## src/verilog/seq_pkg.sv

```systemverilog
// Shared constants for the mirror-rail sequencer and the colour strobe.
// Assumes a single 100 MHz system clock; all times are derived from it.
package seq_pkg;
    // Clock and time base
    localparam int CLK_MHZ = 100;
    localparam int TICK_NS = 1000;
    localparam int TICK_CYCLES = TICK_NS * CLK_MHZ / 1000;
    localparam int TICK_CNT_W = $clog2(TICK_CYCLES);
    // Colour select deglitch, a least time, so rounded up
    localparam int SEL_DEGLITCH_NS = 300;
    localparam int SEL_DEGLITCH_CYCLES = (SEL_DEGLITCH_NS * CLK_MHZ + 999) / 1000;
    // One step of the break-before-make register
    localparam int BBM_STEP_NS = 100;
    localparam int BBM_STEP_CYCLES = (BBM_STEP_NS * CLK_MHZ + 999) / 1000;
    localparam int DEAD_CNT_W = 12;
    // Default sequence times in microseconds (top-level parameters)
    localparam int PROJ_DEGLITCH_US = 1000;
    localparam int INIT_US = 1000;
    localparam int OFS_DELAY_US = 5000;
    localparam int BIAS_DELAY_US = 145000;
    localparam int DOWN_DELAY_US = 1000;
    localparam int US_CNT_W = 18;
    // Serial frame: command byte then 16 data bits, MSB first
    localparam int CMD_BITS = 8;
    localparam int DATA_BITS = 16;
    localparam int FRAME_BITS = CMD_BITS + DATA_BITS;
    localparam int READ_BIT = 7;
    localparam int ADDR_W = 7;
    // Register offsets
    localparam logic [6:0] REG_BREAK_MAKE_DELAY = 7'h0B;
    localparam logic [6:0] REG_INTERRUPT_MASK = 7'h0D;
    localparam logic [6:0] REG_STATUS = 7'h0E;
    localparam logic [6:0] REG_CURRENT_CODE_A = 7'h10;
    localparam logic [6:0] REG_CURRENT_CODE_B = 7'h11;
    localparam logic [6:0] REG_CURRENT_CODE_C = 7'h12;
    // Reset values
    localparam logic [7:0] BBM_RST = 8'h0A;
    localparam logic [7:0] MASK_RST = 8'h00;
    localparam logic [9:0] CODE_RST = 10'h000;
    // Status field positions
    localparam int ST_FAULT_LSB = 0;
    localparam int ST_RAIL_LSB = 4;
    localparam int ST_LED_EN = 7;
    localparam int ST_DISCHARGE = 8;
    // Colour select codes, common-anode map
    localparam logic [1:0] SEL_OFF = 2'h0;
    localparam logic [1:0] SEL_A = 2'h1;
    localparam logic [1:0] SEL_B = 2'h2;
    localparam logic [1:0] SEL_C = 2'h3;
endpackage

```

## src/verilog/strobe_if.sv

```systemverilog
// Carrier between the sequencer top and the colour strobe decoder.
// Assumes both ends run on the same clock.
`timescale 1ns/1ps
interface strobe_if;
    logic enable;
    logic [1:0] colour_select;
    logic [7:0] break_make_delay;
    logic [9:0] current_code_a;
    logic [9:0] current_code_b;
    logic [9:0] current_code_c;
    logic [2:0] switches;
    logic [9:0] dac_code;

    modport ctrl (
        output enable, colour_select, break_make_delay,
        output current_code_a, current_code_b, current_code_c,
        input switches, dac_code
    );
    modport dec (
        input enable, colour_select, break_make_delay,
        input current_code_a, current_code_b, current_code_c,
        output switches, dac_code
    );
endinterface
```

## src/verilog/rail_sequencer.sv

```systemverilog
// Mirror-array rail sequencer with serial configuration port and colour strobe.
// Assumes all pins synchronous to i_clk and a serial clock well below i_clk/4.
//
// Operation
// - on request, init mirror array, offset rail under 10 ms, bias/reset 145 ms later.
// - LED driver and strobe decoder stay off until all three rails are on.
// - request low runs the normal rail power-down sequence.
// - any rail fault forces fast power-down, discharging all rails together.
// - masked rail fault keeps interrupt output high; shutdown timing unchanged.
// - select 0 opens all; 1, 2, 3 close switch A, B, C alone.
// - selected colour's own 10-bit current code drives the DAC; none when open.
// - on a colour change, open departing switches before closing new ones.
// - dead time between opening and closing is the delay register in 100 ns steps, plus one clock.
// - a switch closed before and after stays closed through the dead time.
// - configuration over serial port, including three 10-bit current codes.
// - serial data output released once chip select returns high.
// - serial data output changes after the falling serial clock edges of the last command bit and the first 15 data bits.
// - request pin deglitched; changes shorter than 1 ms ignored.
// - colour select deglitched; changes shorter than 300 ns ignored.
`timescale 1ns/1ps
module rail_sequencer #(
    parameter int P_PROJ_DEGLITCH_US = seq_pkg::PROJ_DEGLITCH_US,
    parameter int P_INIT_US = seq_pkg::INIT_US,
    parameter int P_OFS_DELAY_US = seq_pkg::OFS_DELAY_US,
    parameter int P_BIAS_DELAY_US = seq_pkg::BIAS_DELAY_US,
    parameter int P_DOWN_DELAY_US = seq_pkg::DOWN_DELAY_US
) (
    input wire logic i_clk,
    input wire logic i_rst_n,
    input wire logic i_projector_power_request,
    input wire logic [1:0] i_colour_select,
    input wire logic [2:0] i_rail_fault,
    input wire logic i_serial_select_n,
    input wire logic i_serial_clk,
    input wire logic i_serial_data_in,
    output logic o_serial_data_out,
    output logic o_serial_data_oe,
    output logic o_interrupt_out_n,
    output logic o_mirror_init,
    output logic o_offset_rail_en,
    output logic o_bias_rail_en,
    output logic o_reset_rail_en,
    output logic o_fast_discharge,
    output logic o_led_enable,
    output logic o_led_switch_a,
    output logic o_led_switch_b,
    output logic o_led_switch_c,
    output logic [9:0] o_led_current_code
);
    localparam int US_W = seq_pkg::US_CNT_W;
    localparam int FRAME_W = seq_pkg::FRAME_BITS;

    // Refuse times that overflow the microsecond timer, or offset beyond 10 ms
    if (P_BIAS_DELAY_US >= (1 << US_W) || P_PROJ_DEGLITCH_US >= (1 << US_W)
        || P_INIT_US + P_OFS_DELAY_US >= 10000 || P_INIT_US < 1
        || P_OFS_DELAY_US < 1 || P_BIAS_DELAY_US < 1 || P_DOWN_DELAY_US < 1
        || P_PROJ_DEGLITCH_US < 1 || P_DOWN_DELAY_US >= (1 << US_W))
    begin : g_bad_param
        $error("rail_sequencer: timing parameter out of range");
    end

    typedef enum logic [2:0] {
        ST_OFF, ST_INIT, ST_WAIT_OFS, ST_WAIT_BIAS, ST_ON, ST_DOWN, ST_FAULT
    } seq_state_t;

    seq_state_t state;
    logic [seq_pkg::TICK_CNT_W-1:0] tick_cnt;
    logic us_tick;
    logic [US_W-1:0] timer;
    logic [US_W-1:0] proj_cnt;
    logic req;
    logic [7:0] break_make_delay;
    logic [7:0] interrupt_mask;
    logic [9:0] current_code_a;
    logic [9:0] current_code_b;
    logic [9:0] current_code_c;
    logic [2:0] fault_flags;
    logic sclk_q;
    logic [4:0] bit_cnt;
    logic [FRAME_W-1:0] rx_shift;
    logic [15:0] tx_shift;
    logic sclk_rise;
    logic sclk_fall;
    logic frame_done;
    logic [FRAME_W-1:0] frame;
    logic any_fault;

    strobe_if sb ();

    // one-microsecond enable from the system clock
    always_ff @(posedge i_clk or negedge i_rst_n)
    begin
        if (!i_rst_n)
        begin
            tick_cnt <= '0;
            us_tick <= 1'b0;
        end
        else
        begin
            us_tick <= (tick_cnt == seq_pkg::TICK_CNT_W'(seq_pkg::TICK_CYCLES - 1));
            if (tick_cnt == seq_pkg::TICK_CNT_W'(seq_pkg::TICK_CYCLES - 1))
                tick_cnt <= '0;
            else
                tick_cnt <= tick_cnt + 1'b1;
        end
    end

    // request deglitch; a short pulse is forgotten when the pin returns
    always_ff @(posedge i_clk or negedge i_rst_n)
    begin
        if (!i_rst_n)
        begin
            req <= 1'b0;
            proj_cnt <= '0;
        end
        else if (i_projector_power_request == req)
            proj_cnt <= '0;
        else if (us_tick)
        begin
            if (proj_cnt == US_W'(P_PROJ_DEGLITCH_US - 1))
            begin
                req <= i_projector_power_request;
                proj_cnt <= '0;
            end
            else
                proj_cnt <= proj_cnt + 1'b1;
        end
    end

    assign any_fault = |i_rail_fault;

    // Rail sequence; timer restarts on every state change except ST_INIT or ST_WAIT_OFS back to ST_OFF
    always_ff @(posedge i_clk or negedge i_rst_n)
    begin
        if (!i_rst_n)
        begin
            state <= ST_OFF;
            timer <= '0;
        end
        else
        begin
            if (us_tick)
                timer <= timer + 1'b1;
            if (any_fault && state != ST_OFF && state != ST_FAULT)
            begin
                state <= ST_FAULT;
                timer <= '0;
            end
            else
            begin
                unique case (state)
                    ST_OFF:
                    if (req)
                    begin
                        state <= ST_INIT;
                        timer <= '0;
                    end
                    ST_INIT:
                    if (!req)
                    begin
                        state <= ST_OFF;
                    end
                    else if (us_tick && timer == US_W'(P_INIT_US - 1))
                    begin
                        state <= ST_WAIT_OFS;
                        timer <= '0;
                    end
                    ST_WAIT_OFS:
                    if (!req)
                    begin
                        state <= ST_OFF;
                    end
                    else if (us_tick && timer == US_W'(P_OFS_DELAY_US - 1))
                    begin
                        state <= ST_WAIT_BIAS;
                        timer <= '0;
                    end
                    // bias and reset rails 145 ms later
                    ST_WAIT_BIAS:
                    if (!req)
                    begin
                        state <= ST_DOWN;
                        timer <= '0;
                    end
                    else if (us_tick && timer == US_W'(P_BIAS_DELAY_US - 1))
                    begin
                        state <= ST_ON;
                        timer <= '0;
                    end
                    ST_ON:
                    if (!req)
                    begin
                        state <= ST_DOWN;
                        timer <= '0;
                    end
                    // bias/reset off first, offset after delay
                    ST_DOWN:
                    if (us_tick && timer == US_W'(P_DOWN_DELAY_US - 1))
                    begin
                        state <= ST_OFF;
                        timer <= '0;
                    end
                    // Stay discharged until the request is withdrawn
                    ST_FAULT:
                    if (!req)
                    begin
                        state <= ST_OFF;
                        timer <= '0;
                    end
                    default:
                        state <= ST_OFF;
                endcase
            end
        end
    end

    // Rail outputs registered from the current state, one cycle behind the sequencer
    always_ff @(posedge i_clk or negedge i_rst_n)
    begin
        if (!i_rst_n)
        begin
            o_mirror_init <= 1'b0;
            o_offset_rail_en <= 1'b0;
            o_bias_rail_en <= 1'b0;
            o_reset_rail_en <= 1'b0;
            o_fast_discharge <= 1'b0;
            o_led_enable <= 1'b0;
        end
        else
        begin
            o_mirror_init <= (state == ST_INIT);
            o_offset_rail_en <= (state == ST_WAIT_BIAS) || (state == ST_ON)
                || (state == ST_DOWN);
            o_bias_rail_en <= (state == ST_ON);
            o_reset_rail_en <= (state == ST_ON);
            o_fast_discharge <= (state == ST_FAULT);
            // LED driver only with all rails up
            o_led_enable <= (state == ST_ON) && !any_fault;
        end
    end

    // Serial edge detection; pins are synchronous so no extra stages
    assign sclk_rise = !i_serial_select_n && i_serial_clk && !sclk_q;
    assign sclk_fall = !i_serial_select_n && !i_serial_clk && sclk_q;
    assign frame_done = sclk_rise && bit_cnt == 5'(FRAME_W - 1);
    assign frame = {rx_shift[FRAME_W-2:0], i_serial_data_in};

    // Register read decode; unmapped offsets read as zero
    function automatic logic [15:0] read_reg(input logic [6:0] addr);
        read_reg = 16'h0000;
        unique case (addr)
            seq_pkg::REG_BREAK_MAKE_DELAY: read_reg = {8'h00, break_make_delay};
            seq_pkg::REG_INTERRUPT_MASK: read_reg = {8'h00, interrupt_mask};
            seq_pkg::REG_CURRENT_CODE_A: read_reg = {6'h00, current_code_a};
            seq_pkg::REG_CURRENT_CODE_B: read_reg = {6'h00, current_code_b};
            seq_pkg::REG_CURRENT_CODE_C: read_reg = {6'h00, current_code_c};
            seq_pkg::REG_STATUS:
            begin
                read_reg[seq_pkg::ST_FAULT_LSB +: 3] = fault_flags;
                read_reg[seq_pkg::ST_RAIL_LSB +: 3] =
                    {o_reset_rail_en, o_bias_rail_en, o_offset_rail_en};
                read_reg[seq_pkg::ST_LED_EN] = o_led_enable;
                read_reg[seq_pkg::ST_DISCHARGE] = o_fast_discharge;
            end
            default: read_reg = 16'h0000;
        endcase
    endfunction

    // controller changes data on falling edges, so sample on rising
    always_ff @(posedge i_clk or negedge i_rst_n)
    begin
        if (!i_rst_n)
        begin
            sclk_q <= 1'b0;
            bit_cnt <= 5'h00;
            rx_shift <= '0;
        end
        else
        begin
            sclk_q <= i_serial_clk;
            if (i_serial_select_n)
                bit_cnt <= 5'h00;
            else if (sclk_rise)
            begin
                rx_shift <= frame;
                bit_cnt <= frame_done ? 5'h00 : bit_cnt + 5'h01;
            end
        end
    end

    // output bit advances after each falling serial clock edge from the last command bit through the 15th data bit
    // driver released while chip select is high
    always_ff @(posedge i_clk or negedge i_rst_n)
    begin
        if (!i_rst_n)
        begin
            tx_shift <= 16'h0000;
            o_serial_data_out <= 1'b0;
            o_serial_data_oe <= 1'b0;
        end
        else
        begin
            o_serial_data_oe <= !i_serial_select_n;
            if (sclk_rise && bit_cnt == 5'(seq_pkg::CMD_BITS - 1))
                tx_shift <= frame[seq_pkg::READ_BIT] ? read_reg(frame[6:0]) : 16'h0000;
            else if (sclk_fall && bit_cnt >= 5'(seq_pkg::CMD_BITS))
            begin
                o_serial_data_out <= tx_shift[15];
                tx_shift <= {tx_shift[14:0], 1'b0};
            end
        end
    end

    // register writes at the end of a write frame
    // delay register feeds the dead-time counter
    always_ff @(posedge i_clk or negedge i_rst_n)
    begin
        if (!i_rst_n)
        begin
            break_make_delay <= seq_pkg::BBM_RST;
            interrupt_mask <= seq_pkg::MASK_RST;
            current_code_a <= seq_pkg::CODE_RST;
            current_code_b <= seq_pkg::CODE_RST;
            current_code_c <= seq_pkg::CODE_RST;
        end
        else if (frame_done && !frame[FRAME_W-1])
        begin
            unique case (frame[FRAME_W-2 -: seq_pkg::ADDR_W])
                seq_pkg::REG_BREAK_MAKE_DELAY: break_make_delay <= frame[7:0];
                seq_pkg::REG_INTERRUPT_MASK: interrupt_mask <= frame[7:0];
                seq_pkg::REG_CURRENT_CODE_A: current_code_a <= frame[9:0];
                seq_pkg::REG_CURRENT_CODE_B: current_code_b <= frame[9:0];
                seq_pkg::REG_CURRENT_CODE_C: current_code_c <= frame[9:0];
                default: ;
            endcase
        end
    end

    // Sticky fault flags, cleared by writing ones to status; a new fault wins
    always_ff @(posedge i_clk or negedge i_rst_n)
    begin
        if (!i_rst_n)
            fault_flags <= 3'h0;
        else if (frame_done && !frame[FRAME_W-1]
            && frame[FRAME_W-2 -: seq_pkg::ADDR_W] == seq_pkg::REG_STATUS)
            fault_flags <= (fault_flags & ~frame[2:0]) | i_rail_fault;
        else
            fault_flags <= fault_flags | i_rail_fault;
    end

    // masked faults keep the interrupt high; sequencing ignores the mask
    always_ff @(posedge i_clk or negedge i_rst_n)
    begin
        if (!i_rst_n)
            o_interrupt_out_n <= 1'b1;
        else
            o_interrupt_out_n <= !(|(fault_flags & ~interrupt_mask[2:0]));
    end

    // Strobe decoder connection
    assign sb.enable = o_led_enable;
    assign sb.colour_select = i_colour_select;
    assign sb.break_make_delay = break_make_delay;
    assign sb.current_code_a = current_code_a;
    assign sb.current_code_b = current_code_b;
    assign sb.current_code_c = current_code_c;

    strobe_decoder u_strobe (
        .i_clk(i_clk),
        .i_rst_n(i_rst_n),
        .sb(sb.dec)
    );

    // Decoder outputs are flops already; mirrored here to keep ports registered
    always_ff @(posedge i_clk or negedge i_rst_n)
    begin
        if (!i_rst_n)
        begin
            o_led_switch_a <= 1'b0;
            o_led_switch_b <= 1'b0;
            o_led_switch_c <= 1'b0;
            o_led_current_code <= 10'h000;
        end
        else
        begin
            o_led_switch_a <= sb.switches[0];
            o_led_switch_b <= sb.switches[1];
            o_led_switch_c <= sb.switches[2];
            o_led_current_code <= sb.dac_code;
        end
    end
endmodule

```

## src/verilog/strobe_decoder.sv

```systemverilog
// Colour strobe decoder: deglitch, switch decode, break-before-make.
// Assumes select pins are synchronous to i_clk; switch bits are {c,b,a}.
`timescale 1ns/1ps
module strobe_decoder (
    input wire logic i_clk,
    input wire logic i_rst_n,
    strobe_if.dec sb
);
    typedef enum logic [0:0] {ST_IDLE, ST_DEAD} dec_state_t;

    dec_state_t state;
    logic [1:0] sel_stable;
    logic [4:0] sel_cnt;
    logic [2:0] pending;
    logic [seq_pkg::DEAD_CNT_W-1:0] dead_cnt;
    logic [2:0] target;

    // Common-anode map: one switch per colour code
    function automatic logic [2:0] sw_decode(input logic [1:0] sel);
        unique case (sel)
            seq_pkg::SEL_OFF: sw_decode = 3'h0;
            seq_pkg::SEL_A: sw_decode = 3'h1;
            seq_pkg::SEL_B: sw_decode = 3'h2;
            seq_pkg::SEL_C: sw_decode = 3'h4;
        endcase
    endfunction

    // Current code of the closed switch, zero when all are open
    function automatic logic [9:0] code_for(input logic [2:0] sw);
        code_for = 10'h000;
        if (sw[0])
            code_for = sb.current_code_a;
        else if (sw[1])
            code_for = sb.current_code_b;
        else if (sw[2])
            code_for = sb.current_code_c;
    endfunction

    // decoder held off until the rails are up
    assign target = sb.enable ? sw_decode(sel_stable) : 3'h0;

    // select deglitch; a change must hold this long to count
    always_ff @(posedge i_clk or negedge i_rst_n)
    begin
        if (!i_rst_n)
        begin
            sel_stable <= 2'h0;
            sel_cnt <= 5'h00;
        end
        else if (sb.colour_select == sel_stable)
            sel_cnt <= 5'h00;
        else if (sel_cnt == 5'(seq_pkg::SEL_DEGLITCH_CYCLES - 1))
        begin
            sel_stable <= sb.colour_select;
            sel_cnt <= 5'h00;
        end
        else
            sel_cnt <= sel_cnt + 5'h01;
    end

    // Switch sequencing; a change of select during dead time is taken afterwards
    always_ff @(posedge i_clk or negedge i_rst_n)
    begin
        if (!i_rst_n)
        begin
            state <= ST_IDLE;
            sb.switches <= 3'h0;
            sb.dac_code <= 10'h000;
            pending <= 3'h0;
            dead_cnt <= '0;
        end
        else if (!sb.enable)
        begin
            state <= ST_IDLE;
            sb.switches <= 3'h0;
            sb.dac_code <= 10'h000;
        end
        else
        begin
            unique case (state)
                ST_IDLE:
                begin
                    if ((target & ~sb.switches) == 3'h0)
                    begin
                        // Only opening: no dead time needed
                        sb.switches <= target;
                        sb.dac_code <= code_for(target);
                    end
                    else
                    begin
                        sb.switches <= sb.switches & target;
                        pending <= target;
                        dead_cnt <= seq_pkg::DEAD_CNT_W'(sb.break_make_delay)
                            * seq_pkg::DEAD_CNT_W'(seq_pkg::BBM_STEP_CYCLES);
                        state <= ST_DEAD;
                    end
                end
                ST_DEAD:
                begin
                    if (dead_cnt == '0)
                    begin
                        sb.switches <= pending;
                        sb.dac_code <= code_for(pending);
                        state <= ST_IDLE;
                    end
                    else
                        dead_cnt <= dead_cnt - 1'b1;
                end
            endcase
        end
    end
endmodule

```

## config.mk

```make
export PLATFORM = sky130hd
export DESIGN_NAME = rail_sequencer
export DESIGN_NICKNAME = d
export VERILOG_FILES = /design/src/verilog/seq_pkg.sv /design/src/verilog/strobe_if.sv /design/src/verilog/rail_sequencer.sv /design/src/verilog/strobe_decoder.sv
export SDC_FILE = /design/constraint.sdc
export NUM_CORES = 1
export LEC_CHECK = 0
export BUFFER_PORTS_ARGS = -buffer_cell sky130_fd_sc_hd__buf_4
export CAP_MARGIN = 20
export CORE_ASPECT_RATIO = 1.1
export CORE_MARGIN = 10
export CORE_UTILIZATION = 62
export CTS_CLUSTER_DIAMETER = 60
export DETAILED_ROUTE_END_ITERATION = 6
export MAX_ROUTING_LAYER = met4
export PLACE_DENSITY = 0.8
export SYNTH_ARGS = -nofsm -noshare
export SYNTH_HDL_FRONTEND = slang
export SYNTH_SLANG_ARGS = --single-unit
```

## constraint.sdc

```tcl
create_clock -name i_clk -period 3.2 [get_ports i_clk]
set_input_delay 0 -clock i_clk [delete_from_list [all_inputs] [get_ports i_clk]]
set_output_delay 0 -clock i_clk [all_outputs]
set_load 0.03 [all_outputs]
```

==> results.txt <==
Outcome: finished, final reports clean
Post-Syn Nets: 979
Worst-path cell chain: inv_1, ha_1, nor2b_1, nand3_1, or4_4, o21ai_4, inv_2, mux2i_1, o311ai_1
Slowest stage delay, CP: 490 ps
CP max FO: 38
CP Capture Type: flop
Vias: 7454
CP max-delay cell: or4_4
Period utilization: 82.59%
CTS buffer count: 17
M2 GR Usage: 34.47%
CTS Buffer Depth: 2
CTS Hold Buffers Added: 11
Hold WC Path Type: primary input to asynchronous set/reset pin
Skew final: 10.02 ps
Post-CTS Setup Bufs: 0
Register-to-register setup slack: 560 ps
Grt ovf: 0
Register area share after synthesis: 49.50%
Number of synthesized flops with an enable pin: 0
Initial Util: 63.74%
R2R depth: 9
Wire length of the first global-routing pass: 37120 µm
Hold_ws: 234.6 ps
Most Used Layer, Global Route: met2
Final ANT Viol Nets: 0
Area after DPL: 0.01041 mm²
Root Buffer: clkbuf_16
P per Cell Area: 570.0 mW/mm²
Tot Pwr: 6.362 mW
TNS Setup: 0 ps
Fraction of layout cells with a size suffix above 1: 18.45%
RSZ-0062 raised after global routing: no
1st-iter DRT viols: 581
Dominant synthesized flop cell: dfrtp_1
CTS tree: yes
Slew headroom: 37.94%
Chip width: 141.5 µm
Worst-Skew Late Latency: 440 ps
Row count: 48
IO Port Bufs: 32
Clock slew at reported path FFs: 70 ps
HPWL Detailed: 14520 µm
GPL Wtd Cong: 0.8971
RR Endpoint: u_strobe.dead_cnt[9]$_DFFE_PN0P_
Final setup fails: 0
Critical R2R Launch: u_strobe.dead_cnt[0]$_DFFE_PN0P_
P&R area growth vs syn: 10.86%
Die area: 0.02174 mm²
Synth warnings: 0
CP Class: flop to flop
Chip height: 153.6 µm
Fin area: 0.01116 mm²
Synth unique cells: 86
FFs w/ async S/R, synth: 100.0%
Global Route met3 Usage: 4.375%
Syn avg cell area: 10.63 µm²
Max Cap Viol: 0
GR Util All Layers: 21.25%
#FFs+latches synth: 199
Final cell count without fillers: 1182
Via density: 6.306
# IOs: 33
Slew Limit Fails: 0
WP data arrival: 2940 ps
Worst path required time: 3500 ps
Final hold violation count: 0
Largest net degree at the start of global routing: 119
Peak supply drop: 0.0004289 V
Post-synthesis instance area: 0.01007 mm²
Clock Sinks: 199
Filler cells: 1135
Final nets: 1001
Setup crit start kind: flop
CTS resizes: 0
First-pass iteration count of the detailed router: 5
Core footprint: 0.01580 mm²
Dpl cells: 1139
Avg WL per Cell: 18.79 µm
Final WL: 22210 µm
Htree depth: 4
Cells after synthesis: 947
Pleak: 4.901 nW
Met1 GRT Util: 26.01%
Drc violations: 0
Fmax: 378.4 MHz
Initial antenna violation count: 1
Number of global-route vias before repair: 7341
Worst-Margin Slew: 930.8 ps
Min Tclk post-route: 2643 ps
## placed cells by master, fill, tap and decap left out, types with 20 or more instances in the layout
cell type / count
a21oi_1: 23
ha_1: 20
xor2_1: 24
dfrtp_1: 196
nor2_1: 69
buf_4: 46
nand2_1: 93
mux2_2: 82
o21ai_0: 58
a22o_1: 20
nand3_1: 37
## state kept, by name, indices dropped and copies added, names as in the netlist, 7 cells and up
name                  cells
rx_shift                 23
proj_cnt                 18
timer                    18
tx_shift                 16
u_strobe.dead_cnt        12
current_code_a           10
current_code_b           10
current_code_c           10
o_led_current_code       10
u_strobe.sb.dac_code     10
break_make_delay          8
interrupt_mask            8
tick_cnt                  7
## routing by layer
metal	wire length, µm	part of all wire (%)
met1	9310	42
met2	11390	51
met3	1048	4.7
met4	460	2.1
met5	0	0
## worst max-delay path by stage
stage | from | depth (start not counted) | end
after floorplan | break_make_delay[1]$_DFFE_PN1P_ | 9 | u_strobe.dead_cnt[10]$_DFFE_PN0P_
after global placement | break_make_delay[1]$_DFFE_PN1P_ | 9 | u_strobe.dead_cnt[10]$_DFFE_PN0P_
after detailed placement | break_make_delay[1]$_DFFE_PN1P_ | 9 | u_strobe.dead_cnt[10]$_DFFE_PN0P_
after CTS | break_make_delay[1]$_DFFE_PN1P_ | 9 | u_strobe.dead_cnt[10]$_DFFE_PN0P_
after global routing | u_strobe.dead_cnt[0]$_DFFE_PN0P_ | 9 | u_strobe.dead_cnt[11]$_DFFE_PN0P_
final | u_strobe.dead_cnt[0]$_DFFE_PN0P_ | 9 | u_strobe.dead_cnt[9]$_DFFE_PN0P_
## cell families (layout without fill, tap and decap cells)
| family | count (synthesis) | count (layout) | synth area share (%) |
|---|---|---|---|
| flip-flops | 199 | 199 | 49.50 |
| AO/OA/AOI/OAI | 217 | 217 | 15.31 |
| adder cells (fa/ha/maj) | 21 | 21 | 2.685 |
| XOR/XNOR | 36 | 36 | 3.132 |
| other | 0 | 1 | 0 |
| AND/OR/NAND/NOR | 310 | 310 | 15.61 |
| multiplexers | 95 | 95 | 10.46 |
| buffers and inverters | 69 | 103 | 3.293 |
## final cells by class
cell class | count | area [µm²] | share of cell area (%)
sequential | 199 | 4984 | 44.65
clock inverter | 7 | 142.6 | 1.278
tap | 200 | 250.2 | 2.242
clock buffer | 24 | 491.7 | 4.406
multi-input combinational | 679 | 4752 | 42.58
inverter | 13 | 48.80 | 0.4372
antenna | 1 | 2.502 | 0.02242
timing repair buffer | 59 | 489.2 | 4.383
## Yosys cell counts (all sizes together) (10+ instances only)
master | count | area (µm²)
a21oi | 23 | 115.1
a221o | 12 | 120.1
a22o | 20 | 175.2
a22oi | 18 | 135.1
and2 | 10 | 63.81
buf | 18 | 121.4
clkbuf | 37 | 148.9
dfrtp | 196 | 4905
ha | 20 | 250.2
inv | 12 | 45.04
mux2 | 82 | 923.4
mux2i | 13 | 130.1
nand2 | 93 | 349.1
nand3 | 37 | 185.2
nand4 | 18 | 112.6
nor2 | 70 | 265.3
nor2b | 15 | 93.84
nor3 | 17 | 101.4
o211ai | 13 | 97.59
o21ai | 69 | 356.6
xnor2 | 12 | 105.1
xor2 | 24 | 210.2
## report_power, final
| part | internal (mW) | switching (mW) | leakage (nW) |
|---|---|---|---|
| sequential | 2.69 | 0.380 | 2.66 |
| combinational | 0.406 | 0.580 | 1.94 |
| clock | 1.39 | 0.914 | 0.299 |
## per-stage QoR
stage / setup WS [ps] / util [%]
floorplan: 757.0 / -
global placement: 605.4 / 65.93
detailed placement: 582.3 / 65.93
CTS: 569.5 / 70.64
global route: 335.3 / 70.66
finish: 557.1 / 70.66
## critical path: cells and delay by family (launching register included)
kind,cells,cell delay [ps]
compound gates,2,360
simple gates,3,920
mux,1,240
fa+ha+maj,1,160
flops,1,420
buf+inv,2,400
Note: power is estimated with default switching activity, not from simulation.
